==> src/dic_regs.vh <==
// Purpose: constants for the dual input counter and capture block
// Assumes: word registers and bit registers are addressed by their printed offsets
// Notes: plain header, definitions only
`ifndef DIC_REGS_VH
`define DIC_REGS_VH

// ---------------------------------------------
// word register offsets
// ---------------------------------------------
`define DIC_CNT1_LO 16'h0036
`define DIC_CNT1_HI 16'h0037
`define DIC_CNT2_LO 16'h0038
`define DIC_CNT2_HI 16'h0039
`define DIC_HELD1_LO 16'h003C
`define DIC_HELD1_HI 16'h003D
`define DIC_HELD2_LO 16'h003E
`define DIC_HELD2_HI 16'h003F
`define DIC_SETUP1 16'h0044
`define DIC_SETUP2 16'h0045
`define DIC_CATCH 16'h0048
`define DIC_DONE 16'h0049

// ---------------------------------------------
// bit register offsets
// ---------------------------------------------
`define DIC_REQ_BIT1 16'h0480
`define DIC_REQ_BIT2 16'h0481
`define DIC_DONE_BIT1 16'h0490
`define DIC_DONE_BIT2 16'h0491

// ---------------------------------------------
// configuration field positions
// ---------------------------------------------
`define DIC_CFG_TIME 0
`define DIC_CFG_AUTO 1
`define DIC_CFG_CATCH_LOW 2
`define DIC_CFG_CLR_AFTER 3
`define DIC_CFG_ZERO_LOW 4
`define DIC_CFG_ENCODER 5

// ---------------------------------------------
// reset values
// ---------------------------------------------
`define DIC_RST_WORD 16'h0000
`define DIC_RST_COUNT 32'h00000000

// ---------------------------------------------
// timing
// ---------------------------------------------
`define DIC_CLK_KHZ 50000
`define DIC_AUTO_PERIOD_MS 1000
`define DIC_TIME_UNIT_MS 1
`define DIC_AUTO_CYCLES (`DIC_AUTO_PERIOD_MS * `DIC_CLK_KHZ)
`define DIC_UNIT_CYCLES (`DIC_TIME_UNIT_MS * `DIC_CLK_KHZ)

`endif

==> src/dic_tick.v <==
// Purpose: free running divider that makes one-cycle tick pulses
// Assumes: mclk runs continuously
// Notes: tick is high for one cycle every PERIOD cycles
`timescale 1ns/1ps
module dic_tick #(
   parameter PERIOD = 50000
) (
   // clock and reset
   input wire mclk,
   input wire reset_n,
   // tick out
   output reg tick
);
   reg [31:0] countReg;

   always @(posedge mclk or negedge reset_n) begin
      if (!reset_n) begin
         countReg <= 32'h00000000;
         tick <= 1'b0;
      end else if (countReg >= PERIOD - 1) begin
         countReg <= 32'h00000000;
         tick <= 1'b1;
      end else begin
         countReg <= countReg + 32'h00000001;
         tick <= 1'b0;
      end
   end
endmodule // dic_tick

==> src/dic_counter_capture.v <==
// Purpose: two 32-bit counters with capture registers, reached as 16-bit words and bits
// Assumes: fieldIn pins are synchronous to mclk; one access at a time from the word/bit port
// Notes: read data appears one cycle after the read strobe, with a valid pulse
`timescale 1ns/1ps
`include "dic_regs.vh"
module dic_counter_capture #(
   parameter AUTO_CYCLES = `DIC_AUTO_CYCLES,
   parameter UNIT_CYCLES = `DIC_UNIT_CYCLES
) (
   // clock and reset
   input wire mclk,
   input wire reset_n,
   // field inputs
   input wire [1:0] fieldIn,
   // word register port
   input wire wordWrite,
   input wire wordRead,
   input wire [15:0] wordAddr,
   input wire [15:0] wordWrData,
   output reg [15:0] wordRdData,
   output reg wordRdValid,
   // bit register port
   input wire bitWrite,
   input wire bitRead,
   input wire [15:0] bitAddr,
   input wire bitWrData,
   output reg bitRdData,
   output reg bitRdValid,
   // status
   output reg [1:0] captureDone
);

   // ---------------------------------------------
   // storage
   // ---------------------------------------------
   reg [31:0] count_reg [0:1];
   reg [31:0] count_next [0:1];
   reg [31:0] held_reg [0:1];
   reg [31:0] held_next [0:1];
   reg [15:0] setup_reg [0:1];
   reg [1:0] done_next;
   reg [1:0] inPrev_reg;
   reg [1:0] swReq;
   reg [1:0] capture;
   wire secTick;
   wire unitTick;
   integer c;
   integer r;

   // ---------------------------------------------
   // timebases
   // ---------------------------------------------
   dic_tick #(
      .PERIOD(AUTO_CYCLES)
   ) secGen (
      .mclk(mclk),
      .reset_n(reset_n),
      .tick(secTick)
   );

   dic_tick #(
      .PERIOD(UNIT_CYCLES)
   ) unitGen (
      .mclk(mclk),
      .reset_n(reset_n),
      .tick(unitTick)
   );

   // ---------------------------------------------
   // helpers
   // ---------------------------------------------
   // word write hit on a given offset; strobe and address passed in so always @* sees them
   function wordHit;
      input strobe;
      input [15:0] addr;
      input [15:0] off;
      begin
         wordHit = strobe && (addr == off);
      end
   endfunction

   // bit write hit on a given offset; strobe and address passed in so always @* sees them
   function bitHit;
      input strobe;
      input [15:0] addr;
      input [15:0] off;
      begin
         bitHit = strobe && (addr == off);
      end
   endfunction

   // replace one half of a 32-bit value
   function [31:0] putHalf;
      input [31:0] old;
      input hi;
      input [15:0] val;
      begin
         putHalf = hi ? {val, old[15:0]} : {old[31:16], val};
      end
   endfunction

   // ---------------------------------------------
   // software capture requests
   // ---------------------------------------------
   always @* begin
      swReq[0] = (wordHit(wordWrite, wordAddr, `DIC_CATCH) && wordWrData[0]) ||
                 (bitHit(bitWrite, bitAddr, `DIC_REQ_BIT1) && bitWrData);
      swReq[1] = (wordHit(wordWrite, wordAddr, `DIC_CATCH) && wordWrData[1]) ||
                 (bitHit(bitWrite, bitAddr, `DIC_REQ_BIT2) && bitWrData);
   end

   // ---------------------------------------------
   // per-channel next state
   // ---------------------------------------------
   always @* begin
      for (c = 0; c < 2; c = c + 1) begin
         capture[c] = swReq[c]
            || (setup_reg[c][`DIC_CFG_AUTO] && secTick)
            || (setup_reg[c][`DIC_CFG_CATCH_LOW] && !fieldIn[c]);
         count_next[c] = count_reg[c];
         held_next[c] = held_reg[c];
         // counting source
         if (setup_reg[c][`DIC_CFG_ENCODER]) begin
            // rising edge of own input, direction from the other input
            if (fieldIn[c] && !inPrev_reg[c]) begin
               if (fieldIn[1 - c])
                  count_next[c] = count_reg[c] - 32'h00000001;
               else
                  count_next[c] = count_reg[c] + 32'h00000001;
            end
         end else if (setup_reg[c][`DIC_CFG_TIME]) begin
            // time spent high, in time units
            if (fieldIn[c] && unitTick)
               count_next[c] = count_reg[c] + 32'h00000001;
         end else begin
            if (fieldIn[c] && !inPrev_reg[c])
               count_next[c] = count_reg[c] + 32'h00000001;
         end
         // capture takes the count before this cycle's increment
         if (capture[c]) begin
            held_next[c] = count_reg[c];
            if (setup_reg[c][`DIC_CFG_CLR_AFTER])
               count_next[c] = `DIC_RST_COUNT;
         end
         if (setup_reg[c][`DIC_CFG_ZERO_LOW] && !fieldIn[c])
            count_next[c] = `DIC_RST_COUNT;
      end
      // software presets win over counting
      if (wordHit(wordWrite, wordAddr, `DIC_CNT1_LO) ||
          wordHit(wordWrite, wordAddr, `DIC_CNT1_HI))
         count_next[0] = putHalf(count_reg[0], wordAddr[0], wordWrData);
      if (wordHit(wordWrite, wordAddr, `DIC_CNT2_LO) ||
          wordHit(wordWrite, wordAddr, `DIC_CNT2_HI))
         count_next[1] = putHalf(count_reg[1], wordAddr[0], wordWrData);
      if (wordHit(wordWrite, wordAddr, `DIC_HELD1_LO) ||
          wordHit(wordWrite, wordAddr, `DIC_HELD1_HI))
         held_next[0] = putHalf(held_reg[0], wordAddr[0], wordWrData);
      if (wordHit(wordWrite, wordAddr, `DIC_HELD2_LO) ||
          wordHit(wordWrite, wordAddr, `DIC_HELD2_HI))
         held_next[1] = putHalf(held_reg[1], wordAddr[0], wordWrData);
   end

   // ---------------------------------------------
   // captured flags: a capture wins over a clear
   // ---------------------------------------------
   always @* begin
      done_next = captureDone;
      if (wordHit(wordWrite, wordAddr, `DIC_DONE))
         done_next = wordWrData[1:0];
      if (bitHit(bitWrite, bitAddr, `DIC_DONE_BIT1))
         done_next[0] = bitWrData;
      if (bitHit(bitWrite, bitAddr, `DIC_DONE_BIT2))
         done_next[1] = bitWrData;
      done_next = done_next | capture;
   end

   // ---------------------------------------------
   // state registers
   // ---------------------------------------------
   always @(posedge mclk or negedge reset_n) begin
      if (!reset_n) begin
         for (r = 0; r < 2; r = r + 1) begin
            count_reg[r] <= `DIC_RST_COUNT;
            held_reg[r] <= `DIC_RST_COUNT;
            setup_reg[r] <= `DIC_RST_WORD;
         end
         inPrev_reg <= 2'h0;
         captureDone <= 2'h0;
      end else begin
         for (r = 0; r < 2; r = r + 1) begin
            count_reg[r] <= count_next[r];
            held_reg[r] <= held_next[r];
         end
         if (wordHit(wordWrite, wordAddr, `DIC_SETUP1))
            setup_reg[0] <= wordWrData;
         if (wordHit(wordWrite, wordAddr, `DIC_SETUP2))
            setup_reg[1] <= wordWrData;
         inPrev_reg <= fieldIn;
         captureDone <= done_next;
      end
   end

   // ---------------------------------------------
   // word read-back
   // ---------------------------------------------
   always @(posedge mclk or negedge reset_n) begin
      if (!reset_n) begin
         wordRdData <= `DIC_RST_WORD;
         wordRdValid <= 1'b0;
      end else begin
         wordRdValid <= wordRead;
         if (wordRead) begin
            case (wordAddr)
               `DIC_CNT1_LO: wordRdData <= count_reg[0][15:0];
               `DIC_CNT1_HI: wordRdData <= count_reg[0][31:16];
               `DIC_CNT2_LO: wordRdData <= count_reg[1][15:0];
               `DIC_CNT2_HI: wordRdData <= count_reg[1][31:16];
               `DIC_HELD1_LO: wordRdData <= held_reg[0][15:0];
               `DIC_HELD1_HI: wordRdData <= held_reg[0][31:16];
               `DIC_HELD2_LO: wordRdData <= held_reg[1][15:0];
               `DIC_HELD2_HI: wordRdData <= held_reg[1][31:16];
               `DIC_SETUP1: wordRdData <= setup_reg[0];
               `DIC_SETUP2: wordRdData <= setup_reg[1];
               `DIC_DONE: wordRdData <= {14'h0000, captureDone};
               // catch requests self-clear, so they read as zero
               default: wordRdData <= `DIC_RST_WORD;
            endcase
         end
      end
   end

   // ---------------------------------------------
   // bit read-back
   // ---------------------------------------------
   always @(posedge mclk or negedge reset_n) begin
      if (!reset_n) begin
         bitRdData <= 1'b0;
         bitRdValid <= 1'b0;
      end else begin
         bitRdValid <= bitRead;
         if (bitRead) begin
            case (bitAddr)
               `DIC_DONE_BIT1: bitRdData <= captureDone[0];
               `DIC_DONE_BIT2: bitRdData <= captureDone[1];
               default: bitRdData <= 1'b0;
            endcase
         end
      end
   end
endmodule // dic_counter_capture

==> config.mk <==
export PLATFORM = sky130hd
export DESIGN_NAME = dic_counter_capture
export DESIGN_NICKNAME = d
export VERILOG_FILES = /design/src/dic_tick.v /design/src/dic_counter_capture.v
export VERILOG_INCLUDE_DIRS = /design/src /design/src/src
export SDC_FILE = /design/constraint.sdc
export NUM_CORES = 1
export LEC_CHECK = 0
export BUFFER_PORTS_ARGS = -buffer_cell sky130_fd_sc_hd__buf_2
export CORE_MARGIN = 5
export CORE_UTILIZATION = 35
export CTS_BUF_LIST = sky130_fd_sc_hd__clkbuf_2 sky130_fd_sc_hd__clkbuf_4 sky130_fd_sc_hd__clkbuf_8
export DETAILED_ROUTE_END_ITERATION = 8
export GPL_TIMING_DRIVEN = 0
export MAX_ROUTING_LAYER = met4
export SYNTH_ARGS = -nofsm -noshare
export SYNTH_HDL_FRONTEND = slang
export SYNTH_SLANG_ARGS = --single-unit
==> constraint.sdc <==
create_clock -name mclk -period 7 [get_ports mclk]
set_clock_uncertainty 0.15 [all_clocks]
set_input_delay 0.7 -clock mclk [delete_from_list [all_inputs] [get_ports mclk]]
set_output_delay 0.7 -clock mclk [all_outputs]
set_load 0.005 [all_outputs]
==> flow_summary.yaml <==
power:
  p_sw_share_pct: 29.4
  pwr-share-clk_pct: 44.1
  ir_drop_v: 0.000131
  p_sw_w: 0.00108
  p_seq_share_pct: 41.9
  pwr_density_cell_mw_per_mm2: 203
  internal-power_w: 0.00258
  pwr-share-comb_pct: 13.9
  leakage_nw: 7.57
clock_tree:
  root_buffer: "clkbuf_8"
  cts_buffer_depth: 3
  h-tree-depth: 2
  cts_resized: 0
  numCtsBuffers: 48
  cts.sinks: 249
  clkLatencyLatePin_ns: 0.64
  postCtsSetupRepairBufs: 0
  clkSlewWorstSetupHoldPaths_ns: 0.07
  cts_tree: "done"
floorplan:
  io_pins: 78
  rows: 77
  core_area_sq_mm: 0.0442
  die_w_um: 222
  initial_core_util_pct: 35.4
  die_y_um: 222
  die_area_sq_mm: 0.0491
critical_path:
  arrival_ns: 4.21
  r2r_slack_ns: 3.11
  cp-startpoint: "count_reg[1]$_DFFE_PN0P_"
  worstSetupEndpointType: "flip-flop"
  crit_buf_inv: 2
  cp.required_ns: 7.32
  critPathKind: "reg -> reg"
  crit_slowest_cell: "nor4b_1"
  slowest_delay_ns: 1.05
  cpLargestDelayFamily: "simple AND/OR/NAND/NOR gates"
  startpoint_type: "flip-flop"
  timing.rr.start: "count_reg[1]$_DFFE_PN0P_"
  cp_cell_sequence: "clkbuf_1, inv_1, ha_1, nor4b_1, nand4_1, or4b_2, o21ai_0, and2_1, o22ai_1"
  crit_fanout: 8
logic_synthesis:
  synth_edf_count: 0
  synthFlopType: "dfrtp_1"
  yosysSeqAreaShare_pct: 39.8
  yosysTopAreaCellShare_pct: 39.8
  synth_common_cells: "249 x dfrtp_1, 140 x nand2_1, 135 x nor2_1"
  yosys_warnings: 0
  syn-instance-count: 1715
  yosysMostFrequentCell: "dfrtp_1"
  synth_top_area_cell: "dfrtp_1"
  ys_seq_elements: 249
  yosys.cell_types.count: 94
  async_flop_share_pct: 100
  synth_area_leaders: "dfrtp_1 40%, nand2_1 3.4%, mux2_2 3.2%"
  syn-cell-area_sq_mm: 0.0157
  syn_avg_cell_area_sq_um: 9.14
layout:
  layout.nets: 1916
  regArea_sq_mm: 0.00623
  multi_input_area_sq_mm: 0.00846
  utilization_pct: 40.6
  n_fill_cell: 4473
  layout-drive-gt1-share_pct: 15.5
  fin_area_sq_mm: 0.0180
  area_growth_syn_to_layout_pct: 14.5
global_route:
  antenna_found_initial: 2
  grt_pass1_vias: 14953
  grt_usage_pct: 25.8
  grt_max_degree: 122
  grt.overflow.total: 0
  grt_first_pass_wirelength_um: 95600
timing:
  slew_headroom_pct: 7.52
  layout_min_cycle_time_ns: 3.89
  finalSetupViolCount: 0
  post-route-period-util_pct: 55.6
  slew_violations: 0
  worstMarginPinSlew_ns: 1.39
  fmax_mhz: 257
  finalHoldViolCount: 0
  rsz0062_at_grt: "false"
  finalSetupTns_ns: 0
routing:
  drc_errors: 0
  firstDrtPassIters: 6
  vias: 15288
  postRouteAntennaNets: 0
  drtIter0Drc: 1840
  wl_um: 64100
  avgRoutedWirePerCell_um: 25.8
  vias_per_cell: 6.16
place:
  port_buffers: 63
  place.gp.congestion: 1.01
  dp_hpwl_um: 46900
  placed_area_sq_mm: 0.0169
flow_run:
  maxCapViolations: 0
run_status:
  status: "complete, no violations"
worst_hold_path:
  hold_path_startpoint: "fieldIn[1]"
  hp-class: "in -> reg"
==> cells by family after synthesis <==
group                      after synthesis  share of synthesized area [%]
buffers and inverters                  214                           6.82
muxes                                   86                           6.81
xor gates and xnor gates                48                           2.68
adders and majority gates                6                          0.479
other                                    1                         0.0239
and+or+nand+nor                        649                           21.8
DFF                                    249                           39.8
AOI/OAI and AO/OA                      462                           21.6
==> what timing repair did <==
item	CTS	global route
setup endpoints to repair	0	0
hold buffers	2	0
hold endpoints to repair	21	0
==> placed cells by master (no fill, tap or decap), drive strengths merged, types with 10 or more instances in the layout <==
| master | netlist | final |
|---|---|---|
| nand4 | 42 | 42 |
| nor3b | 11 | 11 |
| a222oi | 27 | 27 |
| o32a | 14 | 14 |
| nor3 | 61 | 61 |
| o22ai | 39 | 39 |
| xnor2 | 22 | 22 |
| mux2i | 29 | 29 |
| a22oi | 11 | 11 |
| clkbuf | 118 | 192 |
| and4 | 13 | 13 |
| and3 | 27 | 27 |
| mux4 | 12 | 12 |
| a21oi | 71 | 71 |
| xor2 | 26 | 26 |
| or3 | 31 | 31 |
| buf | 29 | 94 |
| inv | 62 | 64 |
| mux2 | 45 | 45 |
| nand3 | 72 | 72 |
| o221a | 15 | 15 |
| a21o | 16 | 16 |
| o21a | 18 | 18 |
| o21ai | 85 | 85 |
| a31oi | 24 | 24 |
| nor2b | 13 | 13 |
| nand2 | 142 | 142 |
| o211a | 10 | 10 |
| and2 | 28 | 28 |
| conb | 1 | 22 |
| nor4 | 29 | 29 |
| nor2 | 135 | 135 |
| or4 | 14 | 14 |
| a221o | 41 | 41 |
| dfrtp | 249 | 249 |
| o211ai | 11 | 11 |
==> layout make-up <==
| type | count | share of cell area [%] |
|---|---|---|
| Clock buffer | 74 | 5.19 |
| Buffer | 151 | 4.64 |
| Sequential cell | 249 | 34.7 |
| Clock inverter | 11 | 0.676 |
| Multi-Input combinational cell | 1273 | 47.1 |
| Tap cell | 592 | 4.13 |
| Antenna cell | 1 | 0.0139 |
| Inverter | 63 | 1.32 |
| Timing Repair Buffer | 67 | 2.23 |
==> worst paths after layout <==
check,end,depth (start not counted)
worst max register to register,count_reg[30]$_DFFE_PN0P_,9
worst min-delay path,inPrev_reg[1]$_DFF_PN0_,1
worst min register to register,wordRdData[15]$_DFFE_PN0P_,1
max in group asynchronous,unitGen.countReg[25]$_DFF_PN0_,3
worst max-delay path,count_reg[30]$_DFFE_PN0P_,9
min in group asynchronous,count_reg[33]$_DFFE_PN0P_,2
==> power by group through the flow <==
stage	Combinational [W]	Sequential, W	Clock, W
floorplan	0.000313	0.00154	0
global placement	0.000486	0.00155	0
detailed placement	0.000495	0.00155	0
CTS	0.000497	0.00153	0.00165
global route	0.000546	0.00154	0.00172
finish	0.000509	0.00153	0.00161
==> metrics by stage <==
stage                     instances  hold slack (ns)  power (W)  setup WS, ns
final                          2481           0.0491    0.00365          3.11
after global routing           2480           0.0333    0.00380          3.10
after CTS                      2480           0.0198    0.00368          3.21
after detailed placement       2393            0.320    0.00205          2.91
after global placement         2391            0.312    0.00204         0.223
after floorplan                1736            0.254    0.00185          4.06
==> routing by layer <==
layer  up-vias  GRT usage, %  share of wire [%]
met5         -             -                  0
met4         0          13.7                5.8
met1      7534          32.9                 41
met2       817          39.9                 46
met3       204          3.85                7.3
li1       6733             -                  -
Power figures use the tool's default switching activity.
